<file path="src/logic/prog_req_pkg.sv">
package prog_req_pkg;
  localparam logic [7:0]  OP_READ        = 8'h11;
  localparam logic [7:0]  OP_SUM         = 8'h12;
  localparam logic [7:0]  OP_SIZEQ       = 8'h13;
  localparam logic [7:0]  OP_STATUS      = 8'h14;
  localparam logic [7:0]  OP_ERASE       = 8'h15;
  localparam logic [7:0]  OP_WRITE       = 8'h17;
  localparam logic [7:0]  RP_READ        = 8'h80;
  localparam logic [7:0]  RP_SUM         = 8'h81;
  localparam logic [7:0]  RP_SIZE        = 8'h82;
  localparam logic [7:0]  RP_STATUS      = 8'h83;
  localparam logic [7:0]  RP_GOOD        = 8'h84;
  localparam logic [7:0]  RP_BAD         = 8'h85;
  localparam logic [7:0]  RP_UNKNOWN     = 8'h86;
  localparam logic [15:0] BUF_SIZE       = 16'h0104;
  localparam logic [7:0]  RSVD_BYTE      = 8'h00;
  localparam logic [15:0] ADDR_ALL_ONES  = 16'hffff;
  localparam logic [15:0] MEM_TOP        = 16'hbfff;
  localparam logic [2:0]  HDR_READ       = 3'h3;
  localparam logic [2:0]  HDR_SUM        = 3'h4;
  localparam logic [2:0]  HDR_WRITE      = 3'h2;
  localparam int          ST_PEND_BIT    = 0;
  localparam int          ST_BAD_BIT     = 1;
  localparam int          ST_BOOT_BIT    = 2;
  localparam int          ST_FLASH_BIT   = 3;
  localparam logic [1:0]  PIN_RESET      = 2'h0;
  localparam int          FIFO_WIDTH     = 9;
  localparam int          FIFO_DEPTH     = 16;
  typedef enum logic [3:0] {
    s_op, s_hdr, s_wdata, s_wmem, s_exec, s_sum, s_rmem, s_erase, s_emit
  } state_e;
endpackage : prog_req_pkg

</file>
<file path="src/logic/stream_if.sv">
`timescale 1ns/1ns
`default_nettype none
interface stream_if #(parameter int WIDTH = 8) ();
  logic             valid;
  logic             ready;
  logic [WIDTH-1:0] data;
  modport src (output valid, output data, input ready);
  modport snk (input valid, input data, output ready);
endinterface : stream_if
`default_nettype wire

</file>
<file path="src/logic/prog_req_handler.sv">
`timescale 1ns/1ns
`default_nettype none
module prog_req_handler
  import prog_req_pkg::*;
(
  input  wire logic        clk_sys_in,
  input  wire logic        rst_n_in,
  input  wire logic [7:0]  rx_data_in,
  input  wire logic        rx_valid_in,
  input  wire logic        rx_last_in,
  output logic             rx_ready_out,
  output logic [7:0]       tx_data_out,
  output logic             tx_last_out,
  output logic             tx_valid_out,
  input  wire logic        tx_ready_in,
  output logic             mem_req_out,
  output logic             mem_we_out,
  output logic [15:0]      mem_addr_out,
  output logic [7:0]       mem_wdata_out,
  input  wire logic [7:0]  mem_rdata_in,
  input  wire logic        mem_ack_in,
  input  wire logic        mem_fail_in,
  output logic             erase_req_out,
  input  wire logic        erase_done_in,
  input  wire logic        erase_fail_in,
  input  wire logic [15:0] erase_fail_addr_in,
  input  wire logic        boot_mode_in,
  input  wire logic        flash_fitted_in
);
  state_e      state_q;
  logic [1:0]  pin_s1_q;
  logic [1:0]  pin_s2_q;
  logic [1:0]  pin_s3_q;
  logic [1:0]  pin_q;
  logic        boot;
  logic        flash;
  logic [7:0]  op_q;
  logic [31:0] hdr_q;
  logic [2:0]  hdr_cnt_q;
  logic [15:0] addr_q;
  logic [15:0] left_q;
  logic [15:0] wstart_q;
  logic [15:0] sum_q;
  logic [7:0]  wbyte_q;
  logic        wlast_q;
  logic        wany_q;
  logic        wfail_q;
  logic        pend_q;
  logic        pend_bad_q;
  logic [15:0] pend_addr_q;
  logic [31:0] rep_q;
  logic [2:0]  rep_left_q;
  logic        mem_req_q;
  logic        mem_we_q;
  logic        erase_req_q;
  logic        rx_ready_q;
  logic        take;
  logic        mem_done;
  logic        wr_ok;
  logic        push_done;
  logic        emit_last;
  logic [7:0]  status;
  state_e      exec_next;
  logic [31:0] exec_rep;
  logic [2:0]  exec_len;
  logic [15:0] exec_addr;
  logic [15:0] exec_left;
  logic [8:0]  fifo_out;

  stream_if #(.WIDTH(FIFO_WIDTH)) tx_if ();

  function automatic logic [2:0] hdr_len(input logic [7:0] op);
    case (op)
      OP_READ:  hdr_len = HDR_READ;
      OP_SUM:   hdr_len = HDR_SUM;
      OP_WRITE: hdr_len = HDR_WRITE;
      default:  hdr_len = 3'h0;
    endcase
  endfunction : hdr_len

  function automatic logic in_range(input logic [15:0] a, input logic [15:0] n);
    logic [16:0] end_a;
    end_a = {1'b0, a} + {1'b0, n} - 17'h1;
    in_range = (n == 16'h0) ? (a <= MEM_TOP) : (end_a <= {1'b0, MEM_TOP});
  endfunction : in_range

  function automatic logic [31:0] wr_reply(input logic bad, input logic [15:0] a);
    wr_reply = {(bad ? RP_BAD : RP_GOOD), a, 8'h00};
  endfunction : wr_reply

  assign boot          = pin_q[0];
  assign flash         = pin_q[1];
  assign take          = rx_valid_in && rx_ready_q;
  assign mem_done      = mem_req_q && mem_ack_in;
  assign wr_ok         = in_range(addr_q, 16'h1);
  assign push_done     = tx_if.valid && tx_if.ready;
  assign emit_last     = (rep_left_q == 3'h1) && (left_q == 16'h0);
  assign rx_ready_out  = rx_ready_q;
  assign mem_req_out   = mem_req_q;
  assign mem_we_out    = mem_we_q;
  assign mem_addr_out  = addr_q;
  assign mem_wdata_out = wbyte_q;
  assign erase_req_out = erase_req_q;
  assign tx_data_out   = fifo_out[7:0];
  assign tx_last_out   = fifo_out[8];

  // Pins from outside: a change counts once stages two and three agree
  always_ff @(posedge clk_sys_in or negedge rst_n_in) begin
    if (!rst_n_in) begin
      pin_s1_q <= PIN_RESET;
      pin_s2_q <= PIN_RESET;
      pin_s3_q <= PIN_RESET;
      pin_q    <= PIN_RESET;
    end else begin
      pin_s1_q <= {flash_fitted_in, boot_mode_in};
      pin_s2_q <= pin_s1_q;
      pin_s3_q <= pin_s2_q;
      pin_q    <= (pin_s2_q & pin_s3_q) | (pin_q & (pin_s2_q | pin_s3_q));
    end
  end

  always_comb begin
    status               = 8'h00;
    status[ST_PEND_BIT]  = pend_q;
    status[ST_BAD_BIT]   = pend_bad_q;
    status[ST_BOOT_BIT]  = boot;
    status[ST_FLASH_BIT] = flash;
  end

  // Decision taken once a whole acknowledged message is in
  always_comb begin
    exec_next = s_emit;
    exec_rep  = {RP_UNKNOWN, op_q, 16'h0000};
    exec_len  = 3'h2;
    exec_addr = addr_q;
    exec_left = 16'h0;
    case (op_q)
      OP_READ: begin
        if (hdr_cnt_q == HDR_READ) begin
          exec_rep  = {RP_READ, 24'h000000};
          exec_len  = 3'h1;
          exec_addr = hdr_q[23:8];
          if (in_range(hdr_q[23:8], {8'h00, hdr_q[7:0]})) begin
            exec_left = {8'h00, hdr_q[7:0]};
          end
        end
      end
      OP_SUM: begin
        if (hdr_cnt_q == HDR_SUM) begin
          exec_rep  = {RP_SUM, 24'h000000};
          exec_len  = 3'h1;
          exec_addr = hdr_q[31:16];
          if (in_range(hdr_q[31:16], hdr_q[15:0])) begin
            exec_left = hdr_q[15:0];
            exec_next = s_sum;
          end
        end
      end
      OP_SIZEQ: begin
        exec_rep = {RP_SIZE, BUF_SIZE, RSVD_BYTE};
        exec_len = 3'h4;
      end
      OP_STATUS: begin
        exec_rep = {RP_STATUS, status, addr_q};
        exec_len = 3'h4;
      end
      OP_ERASE: begin
        if (boot && flash) begin
          exec_next = s_erase;
        end
      end
      OP_WRITE: begin
        if (hdr_cnt_q == HDR_WRITE) begin
          exec_len = 3'h3;
          // Earlier result goes out now, this one waits for the next write
          if (pend_q) begin
            exec_rep = wr_reply(pend_bad_q, pend_addr_q);
          end else begin
            exec_rep = wr_reply(1'b0, ADDR_ALL_ONES);
          end
        end
      end
      default: begin
      end
    endcase
  end

  always_ff @(posedge clk_sys_in or negedge rst_n_in) begin
    if (!rst_n_in) begin
      state_q <= s_op;
    end else begin
      unique case (state_q)
        s_op: begin
          if (take) begin
            state_q <= rx_last_in ? s_exec : s_hdr;
          end
        end
        s_hdr: begin
          if (take && rx_last_in) begin
            state_q <= s_exec;
          end else if (take && op_q == OP_WRITE && hdr_cnt_q == HDR_WRITE - 3'h1) begin
            state_q <= s_wdata;
          end
        end
        s_wdata: begin
          if (take) begin
            state_q <= s_wmem;
          end
        end
        s_wmem: begin
          if (!wr_ok || mem_done) begin
            state_q <= wlast_q ? s_exec : s_wdata;
          end
        end
        s_exec: begin
          state_q <= exec_next;
        end
        s_sum: begin
          if (left_q == 16'h0) begin
            state_q <= s_emit;
          end
        end
        s_rmem: begin
          if (push_done && left_q == 16'h1) begin
            state_q <= s_op;
          end
        end
        s_erase: begin
          if (erase_done_in) begin
            state_q <= s_emit;
          end
        end
        s_emit: begin
          if (push_done && rep_left_q == 3'h1) begin
            state_q <= (left_q != 16'h0) ? s_rmem : s_op;
          end
        end
      endcase
    end
  end

  // Registered ready costs a bubble per byte but keeps the pin flop-driven
  always_ff @(posedge clk_sys_in or negedge rst_n_in) begin
    if (!rst_n_in) begin
      rx_ready_q <= 1'b0;
    end else begin
      rx_ready_q <= !take && (state_q == s_op || state_q == s_hdr || state_q == s_wdata);
    end
  end

  always_ff @(posedge clk_sys_in or negedge rst_n_in) begin
    if (!rst_n_in) begin
      op_q      <= 8'h00;
      hdr_q     <= 32'h00000000;
      hdr_cnt_q <= 3'h0;
      wbyte_q   <= 8'h00;
      wlast_q   <= 1'b0;
      wany_q    <= 1'b0;
      wfail_q   <= 1'b0;
    end else begin
      if (state_q == s_op && take) begin
        op_q      <= rx_data_in;
        hdr_cnt_q <= 3'h0;
        wany_q    <= 1'b0;
        wfail_q   <= 1'b0;
      end
      if (state_q == s_hdr && take && hdr_cnt_q < hdr_len(op_q)) begin
        hdr_q     <= {hdr_q[23:0], rx_data_in};
        hdr_cnt_q <= hdr_cnt_q + 3'h1;
      end
      if (state_q == s_wdata && take) begin
        wbyte_q <= rx_data_in;
        wlast_q <= rx_last_in;
        wany_q  <= 1'b1;
      end
      if (state_q == s_wmem && (!wr_ok || (mem_done && mem_fail_in))) begin
        wfail_q <= 1'b1;
      end
    end
  end

  always_ff @(posedge clk_sys_in or negedge rst_n_in) begin
    if (!rst_n_in) begin
      addr_q   <= 16'h0000;
      wstart_q <= 16'h0000;
      left_q   <= 16'h0000;
      sum_q    <= 16'h0000;
    end else begin
      if (state_q == s_hdr && take && op_q == OP_WRITE && hdr_cnt_q == HDR_WRITE - 3'h1) begin
        addr_q   <= {hdr_q[7:0], rx_data_in};
        wstart_q <= {hdr_q[7:0], rx_data_in};
      end else if (state_q == s_wmem && (!wr_ok || mem_done)) begin
        addr_q <= addr_q + 16'h1;
      end else if (state_q == s_exec) begin
        addr_q <= exec_addr;
        left_q <= exec_left;
        sum_q  <= 16'h0000;
      end else if (state_q == s_sum && mem_done) begin
        // Plain 16-bit add, the carry out is simply lost
        sum_q  <= sum_q + {8'h00, mem_rdata_in};
        left_q <= left_q - 16'h1;
        addr_q <= addr_q + 16'h1;
      end else if (state_q == s_rmem && push_done) begin
        left_q <= left_q - 16'h1;
        addr_q <= addr_q + 16'h1;
      end
    end
  end

  always_ff @(posedge clk_sys_in or negedge rst_n_in) begin
    if (!rst_n_in) begin
      pend_q      <= 1'b0;
      pend_bad_q  <= 1'b0;
      pend_addr_q <= 16'h0000;
    end else if (state_q == s_exec && op_q == OP_WRITE && hdr_cnt_q == HDR_WRITE) begin
      pend_q      <= wany_q;
      pend_bad_q  <= wfail_q;
      pend_addr_q <= wstart_q;
    end
  end

  always_ff @(posedge clk_sys_in or negedge rst_n_in) begin
    if (!rst_n_in) begin
      rep_q      <= 32'h00000000;
      rep_left_q <= 3'h0;
    end else if (state_q == s_exec) begin
      rep_q      <= exec_rep;
      rep_left_q <= exec_len;
    end else if (state_q == s_sum && left_q == 16'h0) begin
      rep_q      <= {RP_SUM, sum_q, 8'h00};
      rep_left_q <= 3'h3;
    end else if (state_q == s_erase && erase_done_in) begin
      rep_q      <= erase_fail_in ? wr_reply(1'b1, erase_fail_addr_in) : wr_reply(1'b0, ADDR_ALL_ONES);
      rep_left_q <= 3'h3;
    end else if (state_q == s_emit && push_done) begin
      rep_q      <= {rep_q[23:0], 8'h00};
      rep_left_q <= rep_left_q - 3'h1;
    end
  end

  // Memory side: a request is held until the memory acknowledges it
  always_ff @(posedge clk_sys_in or negedge rst_n_in) begin
    if (!rst_n_in) begin
      mem_req_q <= 1'b0;
      mem_we_q  <= 1'b0;
    end else if (mem_done) begin
      mem_req_q <= 1'b0;
      mem_we_q  <= 1'b0;
    end else if (!mem_req_q) begin
      if (state_q == s_wmem && wr_ok) begin
        mem_req_q <= 1'b1;
        mem_we_q  <= 1'b1;
      end else if (state_q == s_sum && left_q != 16'h0) begin
        mem_req_q <= 1'b1;
      end else if (state_q == s_rmem && left_q != 16'h0 && tx_if.ready) begin
        // Space checked at issue; in s_rmem only the read data fills the FIFO
        mem_req_q <= 1'b1;
      end
    end
  end

  always_ff @(posedge clk_sys_in or negedge rst_n_in) begin
    if (!rst_n_in) begin
      erase_req_q <= 1'b0;
    end else if (state_q == s_exec && exec_next == s_erase) begin
      erase_req_q <= 1'b1;
    end else if (erase_done_in) begin
      erase_req_q <= 1'b0;
    end
  end

  always_comb begin
    tx_if.valid = 1'b0;
    tx_if.data  = 9'h000;
    if (state_q == s_emit) begin
      tx_if.valid = 1'b1;
      tx_if.data  = {emit_last, rep_q[31:24]};
    end else if (state_q == s_rmem && mem_done) begin
      tx_if.valid = 1'b1;
      tx_if.data  = {(left_q == 16'h1), mem_rdata_in};
    end
  end

  stream_fifo #(
    .WIDTH (FIFO_WIDTH),
    .DEPTH (FIFO_DEPTH)
  ) u_tx_fifo (
    .clk_sys_in    (clk_sys_in),
    .rst_n_in      (rst_n_in),
    .in_port       (tx_if),
    .out_data_out  (fifo_out),
    .out_valid_out (tx_valid_out),
    .out_ready_in  (tx_ready_in)
  );
endmodule : prog_req_handler
`default_nettype wire

</file>
<file path="src/logic/stream_fifo.sv">
`timescale 1ns/1ns
`default_nettype none
module stream_fifo
  import prog_req_pkg::*;
#(
  parameter int WIDTH = FIFO_WIDTH,
  parameter int DEPTH = FIFO_DEPTH
) (
  input  wire logic             clk_sys_in,
  input  wire logic             rst_n_in,
  stream_if.snk                 in_port,
  output logic [WIDTH-1:0]      out_data_out,
  output logic                  out_valid_out,
  input  wire logic             out_ready_in
);
  localparam int AW = $clog2(DEPTH);
  localparam logic [AW:0] FULL = (AW+1)'(DEPTH);

  logic [WIDTH-1:0] mem_q [DEPTH];
  logic [AW-1:0]    wr_q;
  logic [AW-1:0]    rd_q;
  logic [AW:0]      cnt_q;
  logic             wr_en;
  logic             rd_en;

  assign in_port.ready = (cnt_q != FULL);
  assign wr_en         = in_port.valid && in_port.ready;
  // Output is registered so the consumer sees flop-driven data
  assign rd_en         = (cnt_q != '0) && (!out_valid_out || out_ready_in);

  always_ff @(posedge clk_sys_in) begin
    if (wr_en) begin
      mem_q[wr_q] <= in_port.data;
    end
  end

  always_ff @(posedge clk_sys_in or negedge rst_n_in) begin
    if (!rst_n_in) begin
      wr_q  <= '0;
      rd_q  <= '0;
      cnt_q <= '0;
    end else begin
      if (wr_en) begin
        wr_q <= wr_q + AW'(1);
      end
      if (rd_en) begin
        rd_q <= rd_q + AW'(1);
      end
      if (wr_en && !rd_en) begin
        cnt_q <= cnt_q + (AW+1)'(1);
      end else if (!wr_en && rd_en) begin
        cnt_q <= cnt_q - (AW+1)'(1);
      end
    end
  end

  always_ff @(posedge clk_sys_in or negedge rst_n_in) begin
    if (!rst_n_in) begin
      out_data_out  <= '0;
      out_valid_out <= 1'b0;
    end else if (rd_en) begin
      out_data_out  <= mem_q[rd_q];
      out_valid_out <= 1'b1;
    end else if (out_ready_in) begin
      out_valid_out <= 1'b0;
    end
  end
endmodule : stream_fifo
`default_nettype wire

</file>
<file path="config.mk">
export PLATFORM = sky130hd
export DESIGN_NAME = prog_req_handler
export DESIGN_NICKNAME = d
export VERILOG_FILES = /design/src/logic/prog_req_pkg.sv /design/src/logic/stream_if.sv /design/src/logic/prog_req_handler.sv /design/src/logic/stream_fifo.sv
export SDC_FILE = /design/constraint.sdc
export NUM_CORES = 1
export LEC_CHECK = 0
export ABC_AREA = 1
export ABC_CLOCK_PERIOD_IN_PS = 7500
export BUFFER_PORTS_ARGS = -buffer_cell sky130_fd_sc_hd__buf_2
export CELL_PAD_IN_SITES_DETAIL_PLACEMENT = 1
export CELL_PAD_IN_SITES_GLOBAL_PLACEMENT = 2
export CORE_ASPECT_RATIO = 1.1
export CORE_MARGIN = 1
export CORE_UTILIZATION = 41
export CTS_CLUSTER_SIZE = 40
export DETAILED_ROUTE_END_ITERATION = 16
export PLACE_DENSITY = 0.88
export SLEW_MARGIN = 10
export SYNTH_ARGS = -nofsm -noshare
export SYNTH_HDL_FRONTEND = slang
export SYNTH_HIERARCHICAL = 1
export SYNTH_SLANG_ARGS = --single-unit
</file>
<file path="constraint.sdc">
create_clock -name clk_sys_in -period 7.5 [get_ports clk_sys_in]
set_input_delay 0.375 -clock clk_sys_in [delete_from_list [all_inputs] [get_ports clk_sys_in]]
set_output_delay 0.375 -clock clk_sys_in [all_outputs]
set_load 0.03 [all_outputs]
</file>
* Word-level counts from Yosys, hierarchy flattened
Memories as Yosys holds them, arrays and structs flattened. A register that Yosys moved wholly into a read port is not among the register bits.
Cells that the tools add are included.
** Storage, ports and cells
- Flip-flop bits (word level) :: 201
- Bits in writable memories :: 144
- Input port bits :: 43
- Output and inout bits :: 38
- Logic and storage cells :: 243
- Memories :: 1
** Memories
- u_tx_fifo.mem_q :: words 16, width 9, rd ports 1, clocked after Yosys merged registers in 1, wr ports 1, line stream_fifo.sv:19 : logic [WIDTH-1:0] mem_q [DEPTH];
** Cells by class
- $add $sub $neg :: 15
- Magnitude comparators :: 6
- Eq/ne operators :: 34
- Mux-type cells :: 82
- Bitwise gates (word level) :: 6
- Reduce and logical (&&, ||, !) cells :: 70
** Operators by type and width (count)
- $mux 16 :: 14
- $pmux 27 s5 :: 1
- $mux 32 :: 4
- $pmux 16 s2 :: 2
- $mux 27 :: 2
- $le 17x16->1 const B :: 3
- $sub 17x1->17 const B :: 3
- $mux 25 :: 2
- $eq 8x5->1 const B :: 6
- $mux 4 :: 12
- $logic_and 1x1->1 :: 36
- $pmux 4 s9 :: 1
- $le 16x16->1 const B :: 2
- $logic_not 16->1 :: 2
- $mux 3 :: 9
- $mux 26 :: 1
- $mux 1 :: 23
- $eq 4x3->1 const B :: 5
- $mux 9 :: 2
- $add 16x1->17 const B :: 1
- $add 16x16->17 :: 1
- $add 16x8->17 :: 1
- $add 16x1->16 const B :: 1
- $add 16x8->16 :: 1
- other kinds (42) :: 78

* Longest topological paths before layout
Gate-level depths: netlist of the first run.
- Word-level depth :: 11
- Depth in mapped cells :: 21
- Gate-level depth less buffers :: 21

* By module
The synthesis of the first run kept the hierarchy.
** Modules (own cells, without submodules)
- prog_req_handler :: times used 1, cells an instance 1621, area an instance 11853.9 um^2, sequential area each 4679.5 um^2
- stream_fifo :: times used 1, cells an instance 737, area an instance 7465.9 um^2, sequential area each 4899.7 um^2

* Least setup slack after synthesis of the first run
No wires, ideal clock.
- Kind :: register -> register
- Start :: reg mem_req_q (netlist: mem_req_out)
- End :: reg u_tx_fifo.cnt_q[4]
- Arrival time :: 2.555 ns
- Required time :: 7.435 ns
- Slack :: 4.880 ns
- Stages on the path, launching flop included :: 17
- Path buffers :: 1
- Cell sequence :: dfrtp_1 > nand2_1 > inv_1 > clkbuf_1 > nand2_2 > nand2_2 > nand2_2 > inv_1 > ha_1 > inv_1 > fa_1 > a21oi_1 > nor2_1 > nor2_1 > xor2_1 > nand2_1 > nand2_1
** Between the ends
- Cells in the longest elaborated chain, start to end :: 8
- Elaborated cells between the ends (all ways) :: 10
- Those cells by class :: mux (3); reduce/logical (7)
** Ends and longest elaborated chain
- start, declared :: line prog_req_handler.sv:53 : logic mem_req_q;
- start signal, assigned :: line prog_req_handler.sv:344 : mem_req_q <= 1'b0;
- start signal, assigned :: line prog_req_handler.sv:347 : mem_req_q <= 1'b0;
- start signal, assigned :: line prog_req_handler.sv:351 : mem_req_q <= 1'b1;
- $logic_and 1x1->1 * :: line prog_req_handler.sv:94 : assign mem_done = mem_req_q && mem_ack_in;
- $logic_and 1x1->1 * :: line prog_req_handler.sv:378 : end else if (state_q == s_rmem && mem_done) begin
- $mux 1 * :: line prog_req_handler.sv:378
- $mux 1 * :: line prog_req_handler.sv:375 : if (state_q == s_emit) begin
- via tx_if.valid :: line stream_if.sv:4 : logic valid;
- $logic_and 1x1->1 * :: line stream_fifo.sv:27 : assign wr_en = in_port.valid && in_port.ready;
- via u_tx_fifo.wr_en :: line stream_fifo.sv:23 : logic wr_en;
- $logic_not 1->1 :: line stream_fifo.sv:51 : end else if (!wr_en && rd_en) begin
- $logic_and 1x1->1 :: line stream_fifo.sv:51
- $reduce_bool 2->1 (no source line)
- end signal, assigned :: line stream_fifo.sv:50 : cnt_q <= cnt_q + (AW+1)'(1);
- end signal, assigned :: line stream_fifo.sv:52 : cnt_q <= cnt_q - (AW+1)'(1);
- end, declared :: line stream_fifo.sv:22 : logic [AW:0] cnt_q;
The timed path passes the listed nets; every way through them passes the cells marked *.
A chain may end at the register's enable or synchronous reset.

* Worst setup path in the final report of the first run
- Start :: reg state_q[0]
- End :: reg u_tx_fifo.cnt_q[4]
** Between the ends
- Cells in the longest elaborated chain, start to end :: 8
- Elaborated cells between the ends (all ways) :: 11
- Those cells by class :: eq/ne (2); mux (3); reduce/logical (6)
** Ends and longest elaborated chain
- start, declared :: line prog_req_handler.sv:30 : state_e state_q;
- start signal, assigned :: line prog_req_handler.sv:190 : state_q <= s_op;
- start signal, assigned :: line prog_req_handler.sv:195 : state_q <= rx_last_in ? s_exec : s_hdr;
- start signal, assigned :: line prog_req_handler.sv:202 : state_q <= s_wdata;
- $eq 4x3->1 :: line prog_req_handler.sv:378
- $logic_and 1x1->1 :: line prog_req_handler.sv:378
- $mux 1 :: line prog_req_handler.sv:378
- $mux 1 * :: line prog_req_handler.sv:375
- via tx_if.valid :: line stream_if.sv:4
- $logic_and 1x1->1 * :: line stream_fifo.sv:27
- via u_tx_fifo.wr_en :: line stream_fifo.sv:23
- $logic_not 1->1 :: line stream_fifo.sv:51
- $logic_and 1x1->1 :: line stream_fifo.sv:51
- $reduce_bool 2->1 (no source line)
Marks and branches as above.

==> results.sh, run 1 <==
export IMPL_status="finished clean"
export IMPL_drc=0
export IMPL_yosysSeqAreaShare_pct=49.6
export IMPL_die_w_um=209
export IMPL_power_mw=8.90
export IMPL_hold_class="in -> reg"
export IMPL_clk_latency_ns=0.56
export IMPL_n_antenna_cell=0
export IMPL_grt_pass1_wl_um=97500
export IMPL_viasPerCell=5.35
export IMPL_grt_pass1_vias=17300
export IMPL_slew_viol_final=0
export IMPL_cts_root_buf="clkbuf_16"
export IMPL_path_cells="inv_2 > nand2_2 > nor3_2 > inv_2 > nand2_2 > nand2_2 > inv_1 > ha_1 > inv_1 > fa_1 > a21oi_1 > nor2_1 > nor2_1 > xor2_1 > nand2_1 > nand2_1"
export IMPL_syn_num_nets=2489
export IMPL_drt_pass1_iterations=5
export IMPL_layout_nets=2559
export IMPL_detail_route_antenna_nets=0
export IMPL_cp_top_family="simple AND/OR/NAND/NOR gates"
export IMPL_synth_area_sq_um=19300
export IMPL_synth_edf_count=144
export IMPL_final_common_cell="nand2_1"
export IMPL_io_pins=81
export IMPL_drt_total_wl_um=61800
export IMPL_worst_pin_slew_ns=1.14
export IMPL_clock_sinks=354
export IMPL_htree_levels=2
export IMPL_yosysWarnings=6
export IMPL_synthFlopType="dfrtp_1"
export IMPL_slew_headroom_pct=24.3
export IMPL_cpMostUsedCell="nand2_2"
export IMPL_core_area_sq_um=46600
export IMPL_async_flop_share_pct=59.3
export IMPL_die_area_sq_um=48000
export IMPL_skew_ns=0.0207
export IMPL_dr_first_iter_drc_count=973
export IMPL_grt_overflow=0
export IMPL_initial_core_util_pct=41.4
export IMPL_synthCells=2358
export IMPL_fin_crit_ns=3.43
export IMPL_drt_wirelength_per_cell_um=20.2
export IMPL_maxCapViolations=0
export IMPL_path_buf_inv=4
export IMPL_gp_congestion=0.877
export IMPL_critPathRequiredTime_ns=8.00
export IMPL_fmax_ghz=0.292
export IMPL_rsz0062_at_grt="no"
export IMPL_dr_total_vias=16300
export IMPL_peakVddDrop_v=0.000238
export IMPL_crit_fanout=22
export IMPL_max_stage_delay_ns=0.47
export IMPL_synth_area_per_cell_sq_um=8.19
export IMPL_path_clk_slew_ns=0.07
export IMPL_cts_buffers=41
export IMPL_period_share_pct=45.7
export IMPL_leakage_nw=10.3
export IMPL_syn2layout_area_growth_pct=12.6
export IMPL_rows=83
export IMPL_critPathArrivalTime_ns=3.92
export IMPL_path_class="reg -> reg"
export IMPL_synth_distinct_cells=53
export IMPL_critPathSlowestCell="dfrtp_1"
export IMPL_drive_gt1_share_pct=9.47
export IMPL_grt_max_degree=128
export IMPL_fillers=5628
export IMPL_cts_tree="built"
export IMPL_ys_seq_elements=354
export IMPL_port_buffers=80
export IMPL_power_density_nw_per_um2=409
export IMPL_hold_viol=0
export IMPL_layout_common_cells="nand2_1 (595), inv_1 (369), dfrtp_1 (209), o21ai_0 (203), nand3_1 (179)"
export IMPL_setup_tns_ns=0
export IMPL_cts_buffer_depth=3
export IMPL_critPathLaunchType="flip-flop"
export IMPL_grtUsageTotal_pct=26.2
export IMPL_finalSetupViolCount=0
export IMPL_hpwlAfterDp_um=44400
export IMPL_antenna_found_initial=0
export IMPL_crit_path_end_kind="flip-flop"
export IMPL_fp_dieH_um=230
==> metrics by stage <==
step / area, sq um / setup slack [ns] / hold WS, ns / cells / utilization (%)
2_1_floorplan: 19300 / 4.88 / 0.0794 / 2358 / -
3_3_place_gp: 20300 / 4.29 / 0.333 / 2977 / 43.5
3_5_place_dp: 20300 / 4.10 / 0.336 / 2977 / 43.5
4_1_cts: 21700 / 4.08 / 0.0647 / 3055 / 46.6
5_1_grt: 21700 / 3.79 / 0.114 / 3055 / 46.6
6_report: 21700 / 4.07 / 0.0931 / 3055 / 46.6
==> what timing repair did <==
item | CTS | global route
hold buffers | 3 | 0
endpoints found under the hold margin | 120 | 0
resized for setup | 0 | 0
setup buffers | 0 | 0
==> where the power goes <==
group | switching [mW] | internal, mW | leakage, nW
Sequential | 0.373 | 2.38 | 3.94
Clock | 0.833 | 1.30 | 0.694
Combinational | 2.74 | 1.27 | 5.67
Total | 3.95 | 4.96 | 10.3
==> final timing paths <==
path                                     from            endpoint  slack (ns)  cells past startpoint
worst max-delay path               state_q[0]  u_tx_fifo/cnt_q[4]        4.07                     16
worst min-delay path            rx_data_in[4]             op_q[4]        0.09                      3
worst max register to register     state_q[0]  u_tx_fifo/cnt_q[4]        4.07                     16
worst min register to register    pin_s1_q[0]         pin_s2_q[0]        0.35                      0
max in group asynchronous            rst_n_in            sum_q[3]        5.75                      3
min in group asynchronous            rst_n_in      pend_addr_q[3]        0.48                      2
==> flip-flops by register name (all words and copies together), names as in the netlist, 5 cells and up <==
register                count
mem_wdata_out               8
left_q                     16
sum_q                      16
op_q                        8
rep_q                      32
mem_addr_out               16
u_tx_fifo/mem_q           144
wstart_q                   16
pend_addr_q                16
hdr_q                      32
u_tx_fifo/out_data_out      9
u_tx_fifo/cnt_q             5
==> logic make-up (layout without fill, tap and decap cells) <==
family | count (synthesis) | after routing | share of synthesized area, %
adder cells (fa/ha/maj) | 90 | 90 | 5.96
AND/OR/NAND/NOR | 1050 | 1050 | 23.1
buffers and inverters | 463 | 565 | 9.66
AO/OA/AOI/OAI | 378 | 378 | 10.7
flip-flops | 354 | 354 | 49.6
XOR/XNOR | 23 | 23 | 1.04
==> worst reg2reg max path, cell delays in order, from the launching register on <==
cell and delay [ns]:
dfrtp_1 0.47, inv_2 0.12, nand2_2 0.11, nor3_2 0.40
inv_2 0.23, nand2_2 0.14, nand2_2 0.28, inv_1 0.27
ha_1 0.22, inv_1 0.11, fa_1 0.42, a21oi_1 0.16
nor2_1 0.06, nor2_1 0.11, xor2_1 0.15, nand2_1 0.06
nand2_1 0.06
==> layout make-up <==
| cell class | instances | area, sq um | share of cell area, % |
|---|---|---|---|
| Tap cell | 595 | 744 | 3.42 |
| Clock inverter | 19 | 282 | 1.29 |
| Sequential cell | 354 | 9580 | 44.1 |
| Clock buffer | 56 | 1130 | 5.21 |
| Multi-Input combinational cell | 1541 | 7950 | 36.5 |
| Inverter | 382 | 1430 | 6.59 |
| Timing Repair Buffer | 108 | 628 | 2.89 |
==> cells in the mapped netlist (all sizes together), types with 10 or more instances <==
cell / count / share of area (%)
dfrtp: 210 / 27
or2: 14 / 0.45
nand3: 182 / 4.8
a41oi: 10 / 0.45
clkbuf: 34 / 0.67
nor3: 43 / 1.3
nand4: 19 / 0.62
o211ai: 17 / 0.66
ha: 84 / 5.4
a31oi: 19 / 0.62
a21oi: 85 / 2.2
buf: 47 / 1.6
o22ai: 10 / 0.32
edfxtp: 144 / 22
nor2: 171 / 3.4
o21ai: 220 / 5.7
inv: 380 / 7.4
nand2: 608 / 12
xor2: 17 / 0.77
==> layer usage <==
| layer | GRT usage, % | wire length [um] | vias up |
|---|---|---|---|
| met5 | 0 | 0 | - |
| met4 | 8.98 | 2020 | 0 |
| met3 | 3.13 | 2150 | 99 |
| met2 | 48.2 | 32100 | 327 |
| met1 | 31.5 | 25500 | 8123 |
| li1 | - | - | 7792 |
(Power assumes the default switching activity.)
==> run 2: changes to the inputs <==
ABC_AREA = 0   (was 1)
ABC_CLOCK_PERIOD_IN_PS = 3300   (was 7500)
CORE_UTILIZATION = 42   (was 41)
PLACE_DENSITY = 0.83   (was 0.88)
clock period = 3.3 ns   (was 7.5 ns; I/O delays follow)
==> results.sh, run 2 <==
export IMPL_critPathArrivalTime_ns=3.55
export IMPL_grt_max_degree=93
export IMPL_largest_reg_flops=144
export IMPL_clock_sinks=354
export IMPL_critPathRequiredTime_ns=3.74
export IMPL_hold_viol=0
export IMPL_grt_pass1_vias=14500
export IMPL_netlist_top_cells_count="dfrtp_1 (210), nand2_1 (159), edfxtp_1 (144), o21ai_0 (110), nor2_1 (109)"
export IMPL_syn2layout_area_growth_pct=17.3
export IMPL_synth_top_area_cell="dfrtp_1"
export IMPL_crit_path_end_kind="flip-flop"
export IMPL_grt_overflow=0
export IMPL_cts_tree="built"
export IMPL_slew_headroom_pct=27.5
export IMPL_grtUsageTotal_pct=25.1
export IMPL_layout_nets=1924
export IMPL_power_density_nw_per_um2=811
export IMPL_rows=79
export IMPL_crit_fanout=27
export IMPL_cts_buffers=41
export IMPL_syn_num_nets=1765
export IMPL_synthFlopType="dfrtp_1"
export IMPL_synthCells=1634
export IMPL_die_area_sq_um=44400
export IMPL_skew_ns=0.0187
export IMPL_status="finished clean"
export IMPL_cts_root_buf="clkbuf_16"
export IMPL_synth_top_area_share_pct=28.7
export IMPL_drt_wirelength_per_cell_um=22.9
export IMPL_async_flop_share_pct=59.3
export IMPL_drive_gt1_share_pct=20.4
export IMPL_finalSetupViolCount=0
export IMPL_leakage_nw=9.05
export IMPL_drt_pass1_iterations=5
export IMPL_hpwlAfterDp_um=39300
export IMPL_cts_buffer_depth=3
export IMPL_synth_area_leaders="dfrtp_1 (29%), edfxtp_1 (24%), ha_1 (5.7%)"
export IMPL_clk_latency_ns=0.56
export IMPL_htree_levels=2
export IMPL_final_util_pct=50.4
export IMPL_synth_area_per_cell_sq_um=11.2
export IMPL_slew_viol_final=0
export IMPL_worst_pin_slew_ns=1.09
export IMPL_io_pins=81
export IMPL_top_regs="u_tx_fifo/mem_q: 144 flops, hdr_q: 32 flops, rep_q: 32 flops"
export IMPL_drc=0
export IMPL_top_register="u_tx_fifo/mem_q"
export IMPL_dp_cells=2298
export IMPL_fmax_ghz=0.323
export IMPL_viasPerCell=5.72
export IMPL_yosysSeqAreaShare_pct=52.3
export IMPL_fp_dieH_um=221
export IMPL_period_share_pct=93.9
export IMPL_port_buffers=80
export IMPL_yosysWarnings=6
export IMPL_path_class="reg -> reg"
export IMPL_dr_total_vias=13700
export IMPL_synth_distinct_cells=82
export IMPL_ys_seq_elements=354
export IMPL_layout_common_cells="dfrtp_1 (209), nand2_1 (158), edfxtp_1 (144), nor2_1 (108), inv_1 (107)"
export IMPL_initial_core_util_pct=43.0
export IMPL_critPathLaunchType="flip-flop"
export IMPL_yosysMostFrequentCell="dfrtp_1"
export IMPL_drt_total_wl_um=54800
export IMPL_peakVddDrop_v=0.000429
export IMPL_synth_edf_count=144
export IMPL_synth_area_sq_um=18300
export IMPL_fin_cells=2395
export IMPL_grt_pass1_wl_um=86200
export IMPL_core_area_sq_um=42600
export IMPL_gp_congestion=0.847
export IMPL_final_common_cell="dfrtp_1"
export IMPL_die_w_um=201
export IMPL_detail_route_antenna_nets=0
export IMPL_hold_class="in -> reg"
export IMPL_maxCapViolations=0
export IMPL_path_clk_slew_ns=0.06
export IMPL_antenna_found_initial=1
export IMPL_fin_crit_ns=3.10
export IMPL_dr_first_iter_drc_count=778
==> run 2: changes by cell type after synthesis, sizes merged, moves of 20 or more <==
cell,change
a22o,+32
inv,-272
mux2,+56
mux2i,+26
mux4,+36
nand2,-446
nand2b,+21
nand3,-142
nand3b,+20
nor2,-61
nor2b,+21
o21ai,-108
==> run 2: timing repair <==
item,CTS,global route
pin swaps,0,5
hold buffers,16,0
resized for setup,3,19
hold endpoints to repair,128,0
buffers inserted,0,3
setup endpoints to repair,2,13
==> run 2: per-stage QoR <==
step	total power, mW	setup slack (ns)	hold WS (ns)	TNS [ns]	cell area (sq um)
floorplan	10.7	0.0611	-0.131	0	18300
global placement	12.6	0.115	0.244	0	19900
detailed placement	12.8	0.0302	0.239	0	19900
CTS	17.4	0.0632	0.00533	0	21400
global route	18.4	-0.0142	0.0409	-0.0182	21500
finish	17.4	0.200	0.0499	0	21500
==> run 2: path summary, 6_finish.rpt <==
path	from	end	slack, ns	cells past startpoint
worst max-delay path	left_q[8]	rep_q[7]	0.20	8
worst min-delay path	erase_fail_addr_in[5]	rep_q[13]	0.05	4
worst max register to register	left_q[8]	rep_q[7]	0.20	8
worst min register to register	pin_s1_q[0]	pin_s2_q[0]	0.35	0
max in group asynchronous	rst_n_in	pin_s2_q[0]	2.14	3
min in group asynchronous	rst_n_in	u_tx_fifo/rd_q[0]	0.20	2
==> run 2: where the power goes <==
part	leakage [nW]	internal [mW]	switching [mW]
Combinational	4.26	2.74	3.89
Clock	0.634	2.62	1.88
Sequential	4.15	5.35	0.921
Total	9.05	10.7	6.70
==> run 2: per-layer routing <==
layer  vias up  share of wire [%]  global-route usage, %
li1       6309                  -                      -
met2       281                 51                   44.1
met3        87                3.8                   3.02
met1      7013                 42                   31.9
met4         0                2.9                   8.37
met5         -                  0                      0
==> run 2: critical path, stage by stage (launching register included) <==
cell,delay (ns)
dfrtp_1,0.43
or4_1,0.66
or4_4,0.52
nor4_4,0.33
buf_12,0.22
nor2_2,0.07
nand2_2,0.15
nor2_1,0.26
a22o_1,0.32
==> run 2: cells by family after synthesis <==
kind of cell | Yosys count | share of synthesized area, %
AO/OA/AOI/OAI | 390 | 13.9
AND/OR/NAND/NOR | 457 | 12.0
adder cells (fa/ha/maj) | 90 | 6.29
multiplexers | 118 | 9.30
buffers and inverters | 188 | 4.38
XOR/XNOR | 37 | 1.77
flip-flops | 354 | 52.3
==> run 2: layout make-up <==
| class | count | area, sq um |
|---|---|---|
| fill | 4564 | 21100 |
| sequential | 354 | 9580 |
| multi-input combinational | 1092 | 8030 |
| timing repair buffer | 196 | 1420 |
| clock buffer | 54 | 1100 |
| tap | 567 | 709 |
| inverter | 108 | 405 |
| clock inverter | 22 | 214 |
| antenna | 2 | 5.00 |
